File: config.mk
export PLATFORM = sky130hd
export DESIGN_NAME = mfs_and_current_monitor_regs
export DESIGN_NICKNAME = d
export VERILOG_FILES = /design/src/design/mfs_regs_pkg.sv /design/src/design/done_flag.sv /design/src/design/mfs_and_current_monitor_regs.sv
export SDC_FILE = /design/constraint.sdc
export NUM_CORES = 1
export LEC_CHECK = 0
export BUFFER_PORTS_ARGS = -buffer_cell sky130_fd_sc_hd__buf_2
export CORE_UTILIZATION = 25
export CTS_CLUSTER_DIAMETER = 120
export DETAILED_ROUTE_END_ITERATION = 16
export MAX_ROUTING_LAYER = met4
export SLEW_MARGIN = 20
export SYNTH_ARGS = -nofsm -noshare
export SYNTH_HDL_FRONTEND = slang
export SYNTH_SLANG_ARGS = --single-unit
File: constraint.sdc
create_clock -name ref_clk -period 1.57 [get_ports ref_clk]
set_input_delay 0.0785 -clock ref_clk [delete_from_list [all_inputs] [get_ports ref_clk]]
set_output_delay 0.0785 -clock ref_clk [all_outputs]
set_load 0.05 [all_outputs]
File: src/design/mfs_regs_pkg.sv
// Constants and carrier types for the float-switch and current-monitor register group
package mfs_regs_pkg;

  // Register addresses on the six-bit decoded control-port address
  localparam logic [5:0] ADDR_FLOAT_SWITCH_SETUP = 6'h09;
  localparam logic [5:0] ADDR_FLOAT_SWITCH_DELAY = 6'h0A;
  localparam logic [5:0] ADDR_CURRENT_MONITOR    = 6'h0C;
  localparam logic [5:0] ADDR_REGULATION_MODE    = 6'h0F;

  // Field positions, float_switch_setup
  localparam int CHAIN_LSB      = 0;
  localparam int CHAIN_MSB      = 3;
  localparam int FS_DONE_BIT    = 4;
  localparam int FS_START_BIT   = 5;
  localparam int PEAK_HALF_BIT  = 6;
  localparam int AMP_REDUCE_BIT = 7;

  // Field positions, current_monitor
  localparam int LED_RANGE_LSB  = 0;
  localparam int LED_RANGE_MSB  = 1;
  localparam int IN_RANGE_LSB   = 2;
  localparam int IN_RANGE_MSB   = 3;
  localparam int MON_DONE_BIT   = 4;
  localparam int MON_START_BIT  = 5;

  // Field positions, regulation_mode_status
  localparam int REG_MODE_LSB   = 2;
  localparam int REG_MODE_MSB   = 3;

  // Reset values, and the step count that chain code zero selects
  localparam logic [3:0] CHAIN_RESET     = 4'h8;
  localparam logic [7:0] DELAY_RESET     = 8'h20;
  localparam logic [1:0] RANGE_RESET     = 2'h0;
  localparam logic [4:0] CHAIN_MAX_STEPS = 5'h10;
  localparam logic [7:0] DATA_ZERO       = 8'h00;

  // Index of each done flag in the flag array, and the flag count
  localparam int FLAG_FS  = 0;
  localparam int FLAG_MON = 1;
  localparam int N_FLAGS  = 2;

  typedef enum logic [1:0] {
    MODE_NONE       = 2'b00,
    MODE_BUCK       = 2'b01,
    MODE_BOOST      = 2'b10,
    MODE_BUCK_BOOST = 2'b11
  } reg_mode_t;

  // Led range: 00 target..+25%, 01 above +25%, 10 target..-25%, 11 below -25%
  // Input range: 00 75..90%, 01 90%..limit, 10 60..75%, 11 below 60%
  typedef struct packed {
    logic [1:0] ledCurrentRange;
    logic [1:0] inputCurrentRange;
  } monitor_result_t;

  typedef struct packed {
    logic [4:0] chainStepCount;
    logic [7:0] floatSwitchDelayVal;
    logic       floatSwitchRun;
    logic       peakLimitHalving;
    logic       ampCurrentReduce;
    logic       monitorRun;
  } analog_ctrl_t;

endpackage : mfs_regs_pkg

File: src/design/done_flag.sv
// Sticky done flag: set by routine completion, cleared by a new start
`timescale 1ns/10ps
`default_nettype none

module done_flag (
  // Clock and reset
  input  wire logic ref_clk,
  input  wire logic rst_n,
  // Events
  input  wire logic startWrite,
  input  wire logic completeOk,
  // State
  output var  logic done
);

  wire next_done = completeOk | (done & ~startWrite);

  // Completion in the same cycle as a restart wins
  always_ff @(posedge ref_clk) begin
    if (!rst_n) begin
      done <= 1'b0;
    end else begin
      done <= next_done;
    end
  end

endmodule // done_flag

`default_nettype wire

File: src/design/mfs_and_current_monitor_regs.sv
// Float-switch, current-monitor and regulation-mode register group
`timescale 1ns/10ps
`default_nettype none

// What this block does
// - Chain field sets steps; codes 1-15 literal, zero means 16, reset 8.
// - Float-switch done flag bit 4 reads 1 only after successful completion.
// - Writing float-switch start as 1 clears the float-switch done flag.
// - Host writes start bit 5 to run float switch; resets to 0.
// - Bit 6 set halves peak overcurrent threshold during the routine.
// - Bit 7 set cuts amplifier current to 20% only while routine runs.
// - Eight-bit delay field, read-write, reset pattern 00100000.
// - Read-only LED current range at bits 1:0.
// - Read-only input current range at bits 3:2.
// - Monitor done flag bit 4 reads 1 only after successful monitoring.
// - Writing monitor start as 1 clears the monitor done flag.
// - Host writes start bit 5 to begin monitoring; resets to 0.
// - Read-only regulation mode at bits 3:2; buck 01 is the reset value.
module mfs_and_current_monitor_regs
  import mfs_regs_pkg::*;
#(
  parameter int DATA_W = 8,
  parameter int ADDR_W = 6
) (
  // Clock and reset
  input  wire logic              ref_clk,
  input  wire logic              rst_n,
  // Decoded control-port register access
  input  wire logic [ADDR_W-1:0] regAddr,
  input  wire logic              regWrite,
  input  wire logic [DATA_W-1:0] regWrData,
  input  wire logic              regRead,
  output var  logic [DATA_W-1:0] regRdData,
  output var  logic              regRdValid,
  output var  logic              regRdHit,
  // Analog routine interface
  input  wire logic              floatSwitchOk,
  input  wire logic              monitorOk,
  input  wire monitor_result_t   monitorResult,
  input  wire reg_mode_t         regulationModeIn,
  output var  analog_ctrl_t      analogCtrl
);

  ////////////////////////////////////////////////////////////////////////////
  // Field map is fixed to byte-wide registers on a six-bit address
  if (DATA_W != 8 || ADDR_W != 6) begin : g_bad_width
    $error("Register group supports only 8-bit data and 6-bit addresses");
  end

  function automatic logic hitAddr(input logic [ADDR_W-1:0] a, input logic [5:0] ref_a);
    hitAddr = (a == ref_a);
  endfunction

  ////////////////////////////////////////////////////////////////////////////
  // Address decode
  wire selSetup   = hitAddr(regAddr, ADDR_FLOAT_SWITCH_SETUP);
  wire selDelay   = hitAddr(regAddr, ADDR_FLOAT_SWITCH_DELAY);
  wire selMonitor = hitAddr(regAddr, ADDR_CURRENT_MONITOR);
  wire selMode    = hitAddr(regAddr, ADDR_REGULATION_MODE);
  wire anyHit     = selSetup | selDelay | selMonitor | selMode;

  wire wrSetup    = regWrite & selSetup;
  wire wrDelay    = regWrite & selDelay;
  wire wrMonitor  = regWrite & selMonitor;

  ////////////////////////////////////////////////////////////////////////////
  // Storage: read-write fields, then captured status and done flags
  logic [3:0]      chainStepCode;
  logic            floatSwitchStart;
  logic            peakLimitHalving;
  logic            ampCurrentReduce;
  logic [7:0]      floatSwitchDelayVal;
  logic            monitorStart;
  monitor_result_t monitorStatus;
  reg_mode_t       regulationModeFeedback;
  logic [N_FLAGS-1:0] doneFlags;

  // Only read-write bits are taken from a write
  always_ff @(posedge ref_clk) begin
    if (!rst_n) begin
      chainStepCode    <= CHAIN_RESET;
      floatSwitchStart <= 1'b0;
      peakLimitHalving <= 1'b0;
      ampCurrentReduce <= 1'b0;
    end else if (wrSetup) begin
      chainStepCode    <= regWrData[CHAIN_MSB:CHAIN_LSB];
      floatSwitchStart <= regWrData[FS_START_BIT];
      peakLimitHalving <= regWrData[PEAK_HALF_BIT];
      ampCurrentReduce <= regWrData[AMP_REDUCE_BIT];
    end
  end

  always_ff @(posedge ref_clk) begin
    if (!rst_n) begin
      floatSwitchDelayVal <= DELAY_RESET;
    end else if (wrDelay) begin
      floatSwitchDelayVal <= regWrData;
    end
  end

  always_ff @(posedge ref_clk) begin
    if (!rst_n) begin
      monitorStart <= 1'b0;
    end else if (wrMonitor) begin
      monitorStart <= regWrData[MON_START_BIT];
    end
  end

  ////////////////////////////////////////////////////////////////////////////
  // Done flags; restart clears, completion sets
  wire [N_FLAGS-1:0] startWrites;
  wire [N_FLAGS-1:0] completions;

  assign startWrites[FLAG_FS]  = wrSetup & regWrData[FS_START_BIT];
  assign startWrites[FLAG_MON] = wrMonitor & regWrData[MON_START_BIT];
  assign completions[FLAG_FS]  = floatSwitchOk & floatSwitchStart;
  assign completions[FLAG_MON] = monitorOk & monitorStart;

  generate
    for (genvar i = 0; i < N_FLAGS; i++) begin : g_done
      done_flag u_done (
        .ref_clk    (ref_clk),
        .rst_n      (rst_n),
        .startWrite (startWrites[i]),
        .completeOk (completions[i]),
        .done       (doneFlags[i])
      );
    end
  endgenerate

  ////////////////////////////////////////////////////////////////////////////
  // Status capture: ranges latched when monitoring completes
  always_ff @(posedge ref_clk) begin
    if (!rst_n) begin
      monitorStatus <= '{RANGE_RESET, RANGE_RESET};
    end else if (completions[FLAG_MON]) begin
      monitorStatus <= monitorResult;
    end
  end

  always_ff @(posedge ref_clk) begin
    if (!rst_n) begin
      regulationModeFeedback <= MODE_BUCK;
    end else begin
      regulationModeFeedback <= regulationModeIn;
    end
  end

  ////////////////////////////////////////////////////////////////////////////
  // Drive to the analog side
  wire fsRunning = floatSwitchStart & ~doneFlags[FLAG_FS];
  wire [4:0] chainSteps = (chainStepCode == 4'h0) ? CHAIN_MAX_STEPS
                                                  : {1'b0, chainStepCode};
  analog_ctrl_t next_analogCtrl;

  always_comb begin
    next_analogCtrl.chainStepCount      = chainSteps;
    next_analogCtrl.floatSwitchDelayVal = floatSwitchDelayVal;
    next_analogCtrl.floatSwitchRun      = fsRunning;
    next_analogCtrl.peakLimitHalving    = peakLimitHalving & fsRunning;
    next_analogCtrl.ampCurrentReduce    = ampCurrentReduce & fsRunning;
    next_analogCtrl.monitorRun          = monitorStart & ~doneFlags[FLAG_MON];
  end

  always_ff @(posedge ref_clk) begin
    if (!rst_n) begin
      analogCtrl <= '{{1'b0, CHAIN_RESET}, DELAY_RESET, 1'b0, 1'b0, 1'b0, 1'b0};
    end else begin
      analogCtrl <= next_analogCtrl;
    end
  end

  ////////////////////////////////////////////////////////////////////////////
  // Read path, one cycle after the strobe
  wire [7:0] setupWord   = {ampCurrentReduce, peakLimitHalving, floatSwitchStart,
                            doneFlags[FLAG_FS], chainStepCode};
  wire [7:0] monitorWord = {2'b00, monitorStart, doneFlags[FLAG_MON],
                            monitorStatus.inputCurrentRange,
                            monitorStatus.ledCurrentRange};
  wire [7:0] modeWord    = {4'h0, regulationModeFeedback, 2'b00};
  wire [7:0] readMux     = selSetup   ? setupWord :
                           selDelay   ? floatSwitchDelayVal :
                           selMonitor ? monitorWord :
                           selMode    ? modeWord : DATA_ZERO;

  always_ff @(posedge ref_clk) begin
    if (!rst_n) begin
      regRdData  <= DATA_ZERO;
      regRdValid <= 1'b0;
      regRdHit   <= 1'b0;
    end else begin
      regRdData  <= regRead ? readMux : regRdData;
      regRdValid <= regRead;
      regRdHit   <= regRead & anyHit;
    end
  end

endmodule // mfs_and_current_monitor_regs

`default_nettype wire

==> flow_summary.toml, run 1 <==
[place]
dp_hpwl_um = 3320
numPortBuffers = 52
gp_congestion = 0.735
place_inst = 338

[clock_network]
cts_tree = "done"
postCtsSetupBuffers = 0
cts-root-buf = "clkbuf_8"
cts.sinks = 51
clockBufferDepth = 2
h-tree-depth = 2
cts_hold_buffers = 2
clk-insertion-delay-late_ns = 0.31
cts_buffers = 5
cts.clk_slew.worst_paths_ns = 0.09
cts.repair.resized = 0

[timing]
min_period_over_period_pct = 63.9
max-slew-margin-rel_pct = 71.7
setup_viol = 0
slew_viol_final = 0
worstMarginPinSlew_ns = 0.424
fmax_mhz = 997
hold_ws_ns = 0.0160
period_minus_slack_ns = 1.00
clock_skew_ns = 0.00375
hold_viol = 0
rsz0062_at_grt = "false"
fin_tns_setup_ns = 0

[synthesis]
syn_inst = 196
ys_ff_latch = 51
synth_top_area_share_pct = 52.3
synth_area_leaders = "dfxtp_1 52%, nand2_1 5.8%, and2_1 4.8%, o21ai_2 4.0%, a21boi_0 3.1%"
ys_seq_area_share_pct = 52.3
syn-num-nets = 222
ys_types = 35
synth_area_mm2 = 0.00195
syn_area_per_cell_um2 = 9.96
yosys_warnings = 0
yosys.area.top_type = "dfxtp_1"

[floorplan]
ioPinCount = 53
die_x_um = 90.4
die-area_mm2 = 0.00817
core_mm2 = 0.00741
start_util_pct = 26.4
die_h_um = 90.4
row_count = 31

[worst_setup_path]
cp_max_fo = 2
cp_slowest_cell = "dfxtp_1"
worstPathCellList = "a211oi_1, a21oi_1, a32o_1"
critPathLaunchType = "flop"
critPathRequiredTime_ns = 1.77
critPathKind = "reg -> reg"
critPathMaxStageDelay_ns = 0.33
worstSetupEndpointType = "flop"
arrival_ns = 1.21

[global_route]
overflow = 0
first_global_vias = 1421
grtUsageTotal_pct = 11.4
antenna_found_initial = 0
grt_max_degree = 34
grt_first_pass_wirelength_um = 6830

[flow_run]
maxCapViolations = 0

[min_path]
hp-class = "in -> reg"

[final_layout]
drive_gt1_share_pct = 31.0
final_core_utilization_pct = 32.4
final_nets = 274
final_cell_count_no_fill = 347
n_antenna_cell = 0
area_delta_synth_final_pct = 22.9

[power_and_ir_drop]
ir_drop_mv = 0.361
power.density_mw_per_mm2 = 934
power.leakage_nw = 0.989

[routing]
vias = 1521
drc_errors = 0
vias_per_cell = 4.38
ant_nets = 0
post_drt_wl_per_cell_um = 12.6
routed_wl_um = 4360
dr.pass1.iters = 4
drt_iter0_markers = 46

[outcome]
status = "finished clean"
flip-flops by register name, indices dropped and copies added, names as in the netlist:
signal / cells
analogCtrl: 17
floatSwitchDelayVal: 8
regRdData: 8
chainStepCode: 4
monitorStatus: 4
g_done.u_done.done: 2
regulationModeFeedback: 2
ampCurrentReduce: 1
floatSwitchStart: 1
monitorStart: 1
peakLimitHalving: 1
regRdHit: 1
regRdValid: 1
path summary, 6_finish.rpt:
check,from,to,slack [ns],cells after the start
max,monitorStatus[1]$_SDFFE_PN0P_,regRdData[3]$_SDFFE_PN0P_,0.57,3
min,regWrData[4],floatSwitchDelayVal[4]$_SDFFE_PN0P_,0.02,3
max reg2reg,monitorStatus[1]$_SDFFE_PN0P_,regRdData[3]$_SDFFE_PN0P_,0.57,3
min reg2reg,monitorStatus[2]$_SDFFE_PN0P_,monitorStatus[2]$_SDFFE_PN0P_,0.47,2
synth_stat cells (all sizes together):
master    n
and3b     2
and2     15
nor4      1
nor2b     5
clkbuf    7
a22oi     4
o21a      1
a22o      3
nor3b     2
mux2i     3
a21oi     2
nand2b    7
a2bb2oi   3
nand3    13
dfxtp    51
a32o      2
and2b     1
buf       5
a21boi    8
inv       1
a211oi    2
nand3b    1
nand4b    1
nor4b     1
nor3      2
o211ai    2
o21ai    19
nand2    30
o22ai     2
report_power, final:
part / total [W] / internal, W / switching, W
clock network: 0.000781 / 0.000355 / 0.000426
logic: 0.000158 / 0.0000637 / 0.0000944
registers: 0.00130 / 0.00130 / 0.00000326
total: 0.00224 / 0.00172 / 0.000523
final cells by class:
class                   instances  area [um^2]
clock buffers                   6         82.6
clock inverters                 1         8.76
fillers                       789         5010
inverters                       1         3.75
multi-input cells             132          858
flip-flops and latches         51         1020
well taps                      99          124
repair buffers                 57          303
placed cells by master (no fill, tap or decap), types with 2 or more instances in the layout:
cell type	count
a22o_1	3
o211ai_1	2
clkbuf_8	6
a21oi_1	2
a32o_1	2
nor3b_1	2
a211oi_1	2
a22oi_1	4
o21ai_0	6
nand3_4	2
nor2b_1	4
o22ai_1	2
mux2i_1	3
nand2b_1	7
nand2_1	30
buf_2	52
dlygate4sd3_1	2
and2_1	15
nand3_1	10
buf_4	3
o21ai_2	9
a21boi_0	8
nor3_1	2
o21ai_1	4
a2bb2oi_1	3
dfxtp_1	51
and3b_1	2
per-layer routing:
layer,global-route usage [%],up-vias,wire length [um]
met2,18.7,33,2120
met3,2.86,7,175
li1,-,789,-
met5,-,-,0
met4,5.65,0,91
met1,12.9,692,1970
through the flow:
step / setup slack (ns) / instance area [um^2] / total power (W)
final: 0.567 / 2400 / 0.00224
after global routing: 0.447 / 2400 / 0.00234
after CTS: 0.558 / 2400 / 0.00228
after detailed placement: 0.256 / 2290 / 0.00149
after global placement: 0.289 / 2290 / 0.00149
after floorplan: 0.359 / 1950 / 0.00143
critical path: cells and delay by family (launching register included):
family             cells  cell delay [ns]
AOI/OAI and AO/OA      3             0.57
DFF                    1             0.33
kinds of logic (layout without fill, tap and decap cells):
kind of cell,after synthesis,count (layout),synth area share [%]
AOI/OAI and AO/OA,48,48,18.0
and+or+nand+nor,81,81,24.4
buffers and inverters,13,65,3.78
muxes,3,3,1.54
DFF,51,51,52.3
Power figures use the tool's default switching activity.
==> inputs of run 2 (changes only) <==
Settings changed: ABC_AREA set to 1.
Clock period 1.57 ns to 1 ns, I/O delays scaled along.
==> run 2 against run 1 <==
Critical path depth fell by 2. Wire length rose by 7.8%. First-iteration DRC count rose by 93%. Clock power rose by 55%. Hold slack got worse by 0.015 ns. Global-route usage rose by 1.3 points. Synthesized cell count rose by 29%. Design area rose by 7.9%. Synthesized area fell by 1.0%. Sequential power rose by 58%. Critical path type is now reg -> out.
==> flow_summary.toml, run 2 <==
[synthesis]
synth.most_common_cell = "dfxtp_1"
syn_area_per_cell_um2 = 7.64
syn-num-nets = 279
yosys-top-cells-count = "51 x dfxtp_1, 47 x nand2_1, 41 x nor2_1"
yosys.area.top_type = "dfxtp_1"
ys_types = 25
ys_ff_latch = 51
synth.area.mux_share_pct = 0
syn_inst = 253
synth_area_leaders = "dfxtp_1 53%, nand2_1 9.1%, nor2_1 8.0%, inv_1 6.6%, a21oi_1 4.7%"
ys_seq_area_share_pct = 52.8
synth_xor_area_share_pct = 0
synthFlopType = "dfxtp_1"
synth_simple_gate_area_share_pct = 26.3
synth_compound_area_share_pct = 11.4
async_reset_ff_share_pct = 0
synth_adder_area_share_pct = 0
synth_top_area_share_pct = 52.8
synth_area_mm2 = 0.00193
synth-edff-count = 0
yosys_warnings = 0
synth_top_family_by_area = "simple AND/OR/NAND/NOR gates"

[floorplan]
die_x_um = 89.9
die_h_um = 89.9
die-area_mm2 = 0.00809
start_util_pct = 26.2
row_count = 31
core_mm2 = 0.00737
ioPinCount = 53

[worst_setup_path]
worstPathCellList = "buf_2"
critPathLaunchType = "flop"
cp_max_fo = 2
critPathKind = "reg -> out"
critPathRequiredTime_ns = 0.95
crit_buf_inv = 1
arrival_ns = 0.90
critPathMaxStageDelay_ns = 0.34
cp_slowest_cell = "dfxtp_1"
worstSetupEndpointType = "primary output"
timing.critical_path.max_delay_family = "flip-flops"

[timing]
worstMarginPinSlew_ns = 0.386
max-slew-margin-rel_pct = 74.3
clock_skew_ns = 0.00940
period_minus_slack_ns = 0.954
hold_ws_ns = 0.00101
hold_viol = 0
fmax_mhz = 1050
min_period_over_period_pct = 95.4
slew_viol_final = 0
finalWorstSetupSlack_ns = 0.0457
setup_viol = 0
rsz0062_at_grt = "false"

[routing]
dr.pass1.iters = 4
drc_errors = 0
vias_per_cell = 4.21
ant_nets = 0
drt_iter0_markers = 89
post_drt_wl_per_cell_um = 11.0
routed_wl_um = 4700
vias = 1792

[final_layout]
drive_gt1_share_pct = 26.6
area_delta_synth_final_pct = 34.0
final_common_cell = "dfxtp_1"
top_register = "analogCtrl"
final_cell_count_no_fill = 426
reg_top3 = "analogCtrl x17, floatSwitchDelayVal x8, regRdData x8"
n_antenna_cell = 0
largest_register_ffs = 17
mostFrequentLayoutCells = "51 x dfxtp_1, 47 x nand2_1, 47 x buf_2, 41 x nor2_1, 34 x inv_1"
final_nets = 352

[outcome]
status = "finished clean"

[global_route]
first_global_vias = 1691
grtUsageTotal_pct = 12.7
grt_first_pass_wirelength_um = 8030
overflow = 0
grt_max_degree = 31
antenna_found_initial = 0

[min_path]
hp-class = "in -> reg"

[power_and_ir_drop]
power.density_mw_per_mm2 = 1390
ir_drop_mv = 0.531
power.leakage_nw = 1.23

[clock_network]
cts_tree = "done"
cts.clk_slew.worst_paths_ns = 0.10
h-tree-depth = 2
cts-root-buf = "clkbuf_8"
clockBufferDepth = 2
cts_buffers = 5
clk-insertion-delay-late_ns = 0.31
cts.sinks = 51

[place]
place_inst = 410
dpl_worst_slack_ns = -0.0818
gp_congestion = 0.793
dp_hpwl_um = 3630
numPortBuffers = 52

[flow_run]
maxCapViolations = 0
==> run 2: path summary, 6_finish.rpt <==
check	from	to	slack [ns]	cells past startpoint
hold reg to reg	floatSwitchDelayVal[3]$_SDFFE_PN0P_	analogCtrl[7]$_SDFF_PN0_	0.43	2
hold / removal	monitorResult[3]	monitorStatus[3]$_SDFFE_PN0P_	0.001	3
setup reg to reg	monitorStatus[1]$_SDFFE_PN0P_	regRdData[3]$_SDFFE_PN0P_	0.13	6
setup / recovery	regRdData[7]$_SDFFE_PN0P_	regRdData[7]	0.05	1
==> run 2: cell type report <==
type | count | area (um^2)
Clock buffer | 5 | 68.8
Clock inverter | 3 | 25.0
Fill cell | 802 | 4780
Inverter | 36 | 135
Multi-Input combinational cell | 158 | 734
Sequential cell | 51 | 1020
Tap cell | 99 | 124
Timing Repair Buffer | 74 | 483
==> run 2: what timing repair did <==
action | CTS | global route
endpoints found under the hold margin | 8 | 0
hold buffers | 8 | 0
setup buffers | 0 | 0
resized for setup | 0 | 8
endpoints found under the setup margin | 0 | 7
==> run 2: per-stage QoR <==
stage	total power, W	cell area (um^2)	setup TNS [ns]	util (%)
finish	0.00360	2590	0	35.2
global route	0.00378	2590	0	35.2
CTS	0.00365	2570	0	34.9
detailed placement	0.00241	2400	-0.904	32.6
global placement	0.00241	2400	-0.473	32.6
floorplan	0.00228	1930	0	-
==> run 2: power breakdown <==
part | leakage, nW | switching, W | internal (W)
Combinational | 0.773 | 0.000198 | 0.000128
Sequential | 0.413 | 0.00000973 | 0.00205
Clock | 0.0443 | 0.000711 | 0.000501
==> run 2: cell families (layout without fill, tap and decap cells) <==
family,count (synthesis),in the layout
buf+inv,44,118
flops,51,51
compound gates,41,41
simple gates,117,117
==> run 2: metal layers <==
layer	share of wire, %	global-route usage (%)	up-vias	routed length [um]
li1	-	-	942	-
met3	4.9	3.55	6	230
met4	1.0	3.23	0	47
met2	45	19.6	41	2110
met1	49	16.5	803	2320
met5	0	-	-	0
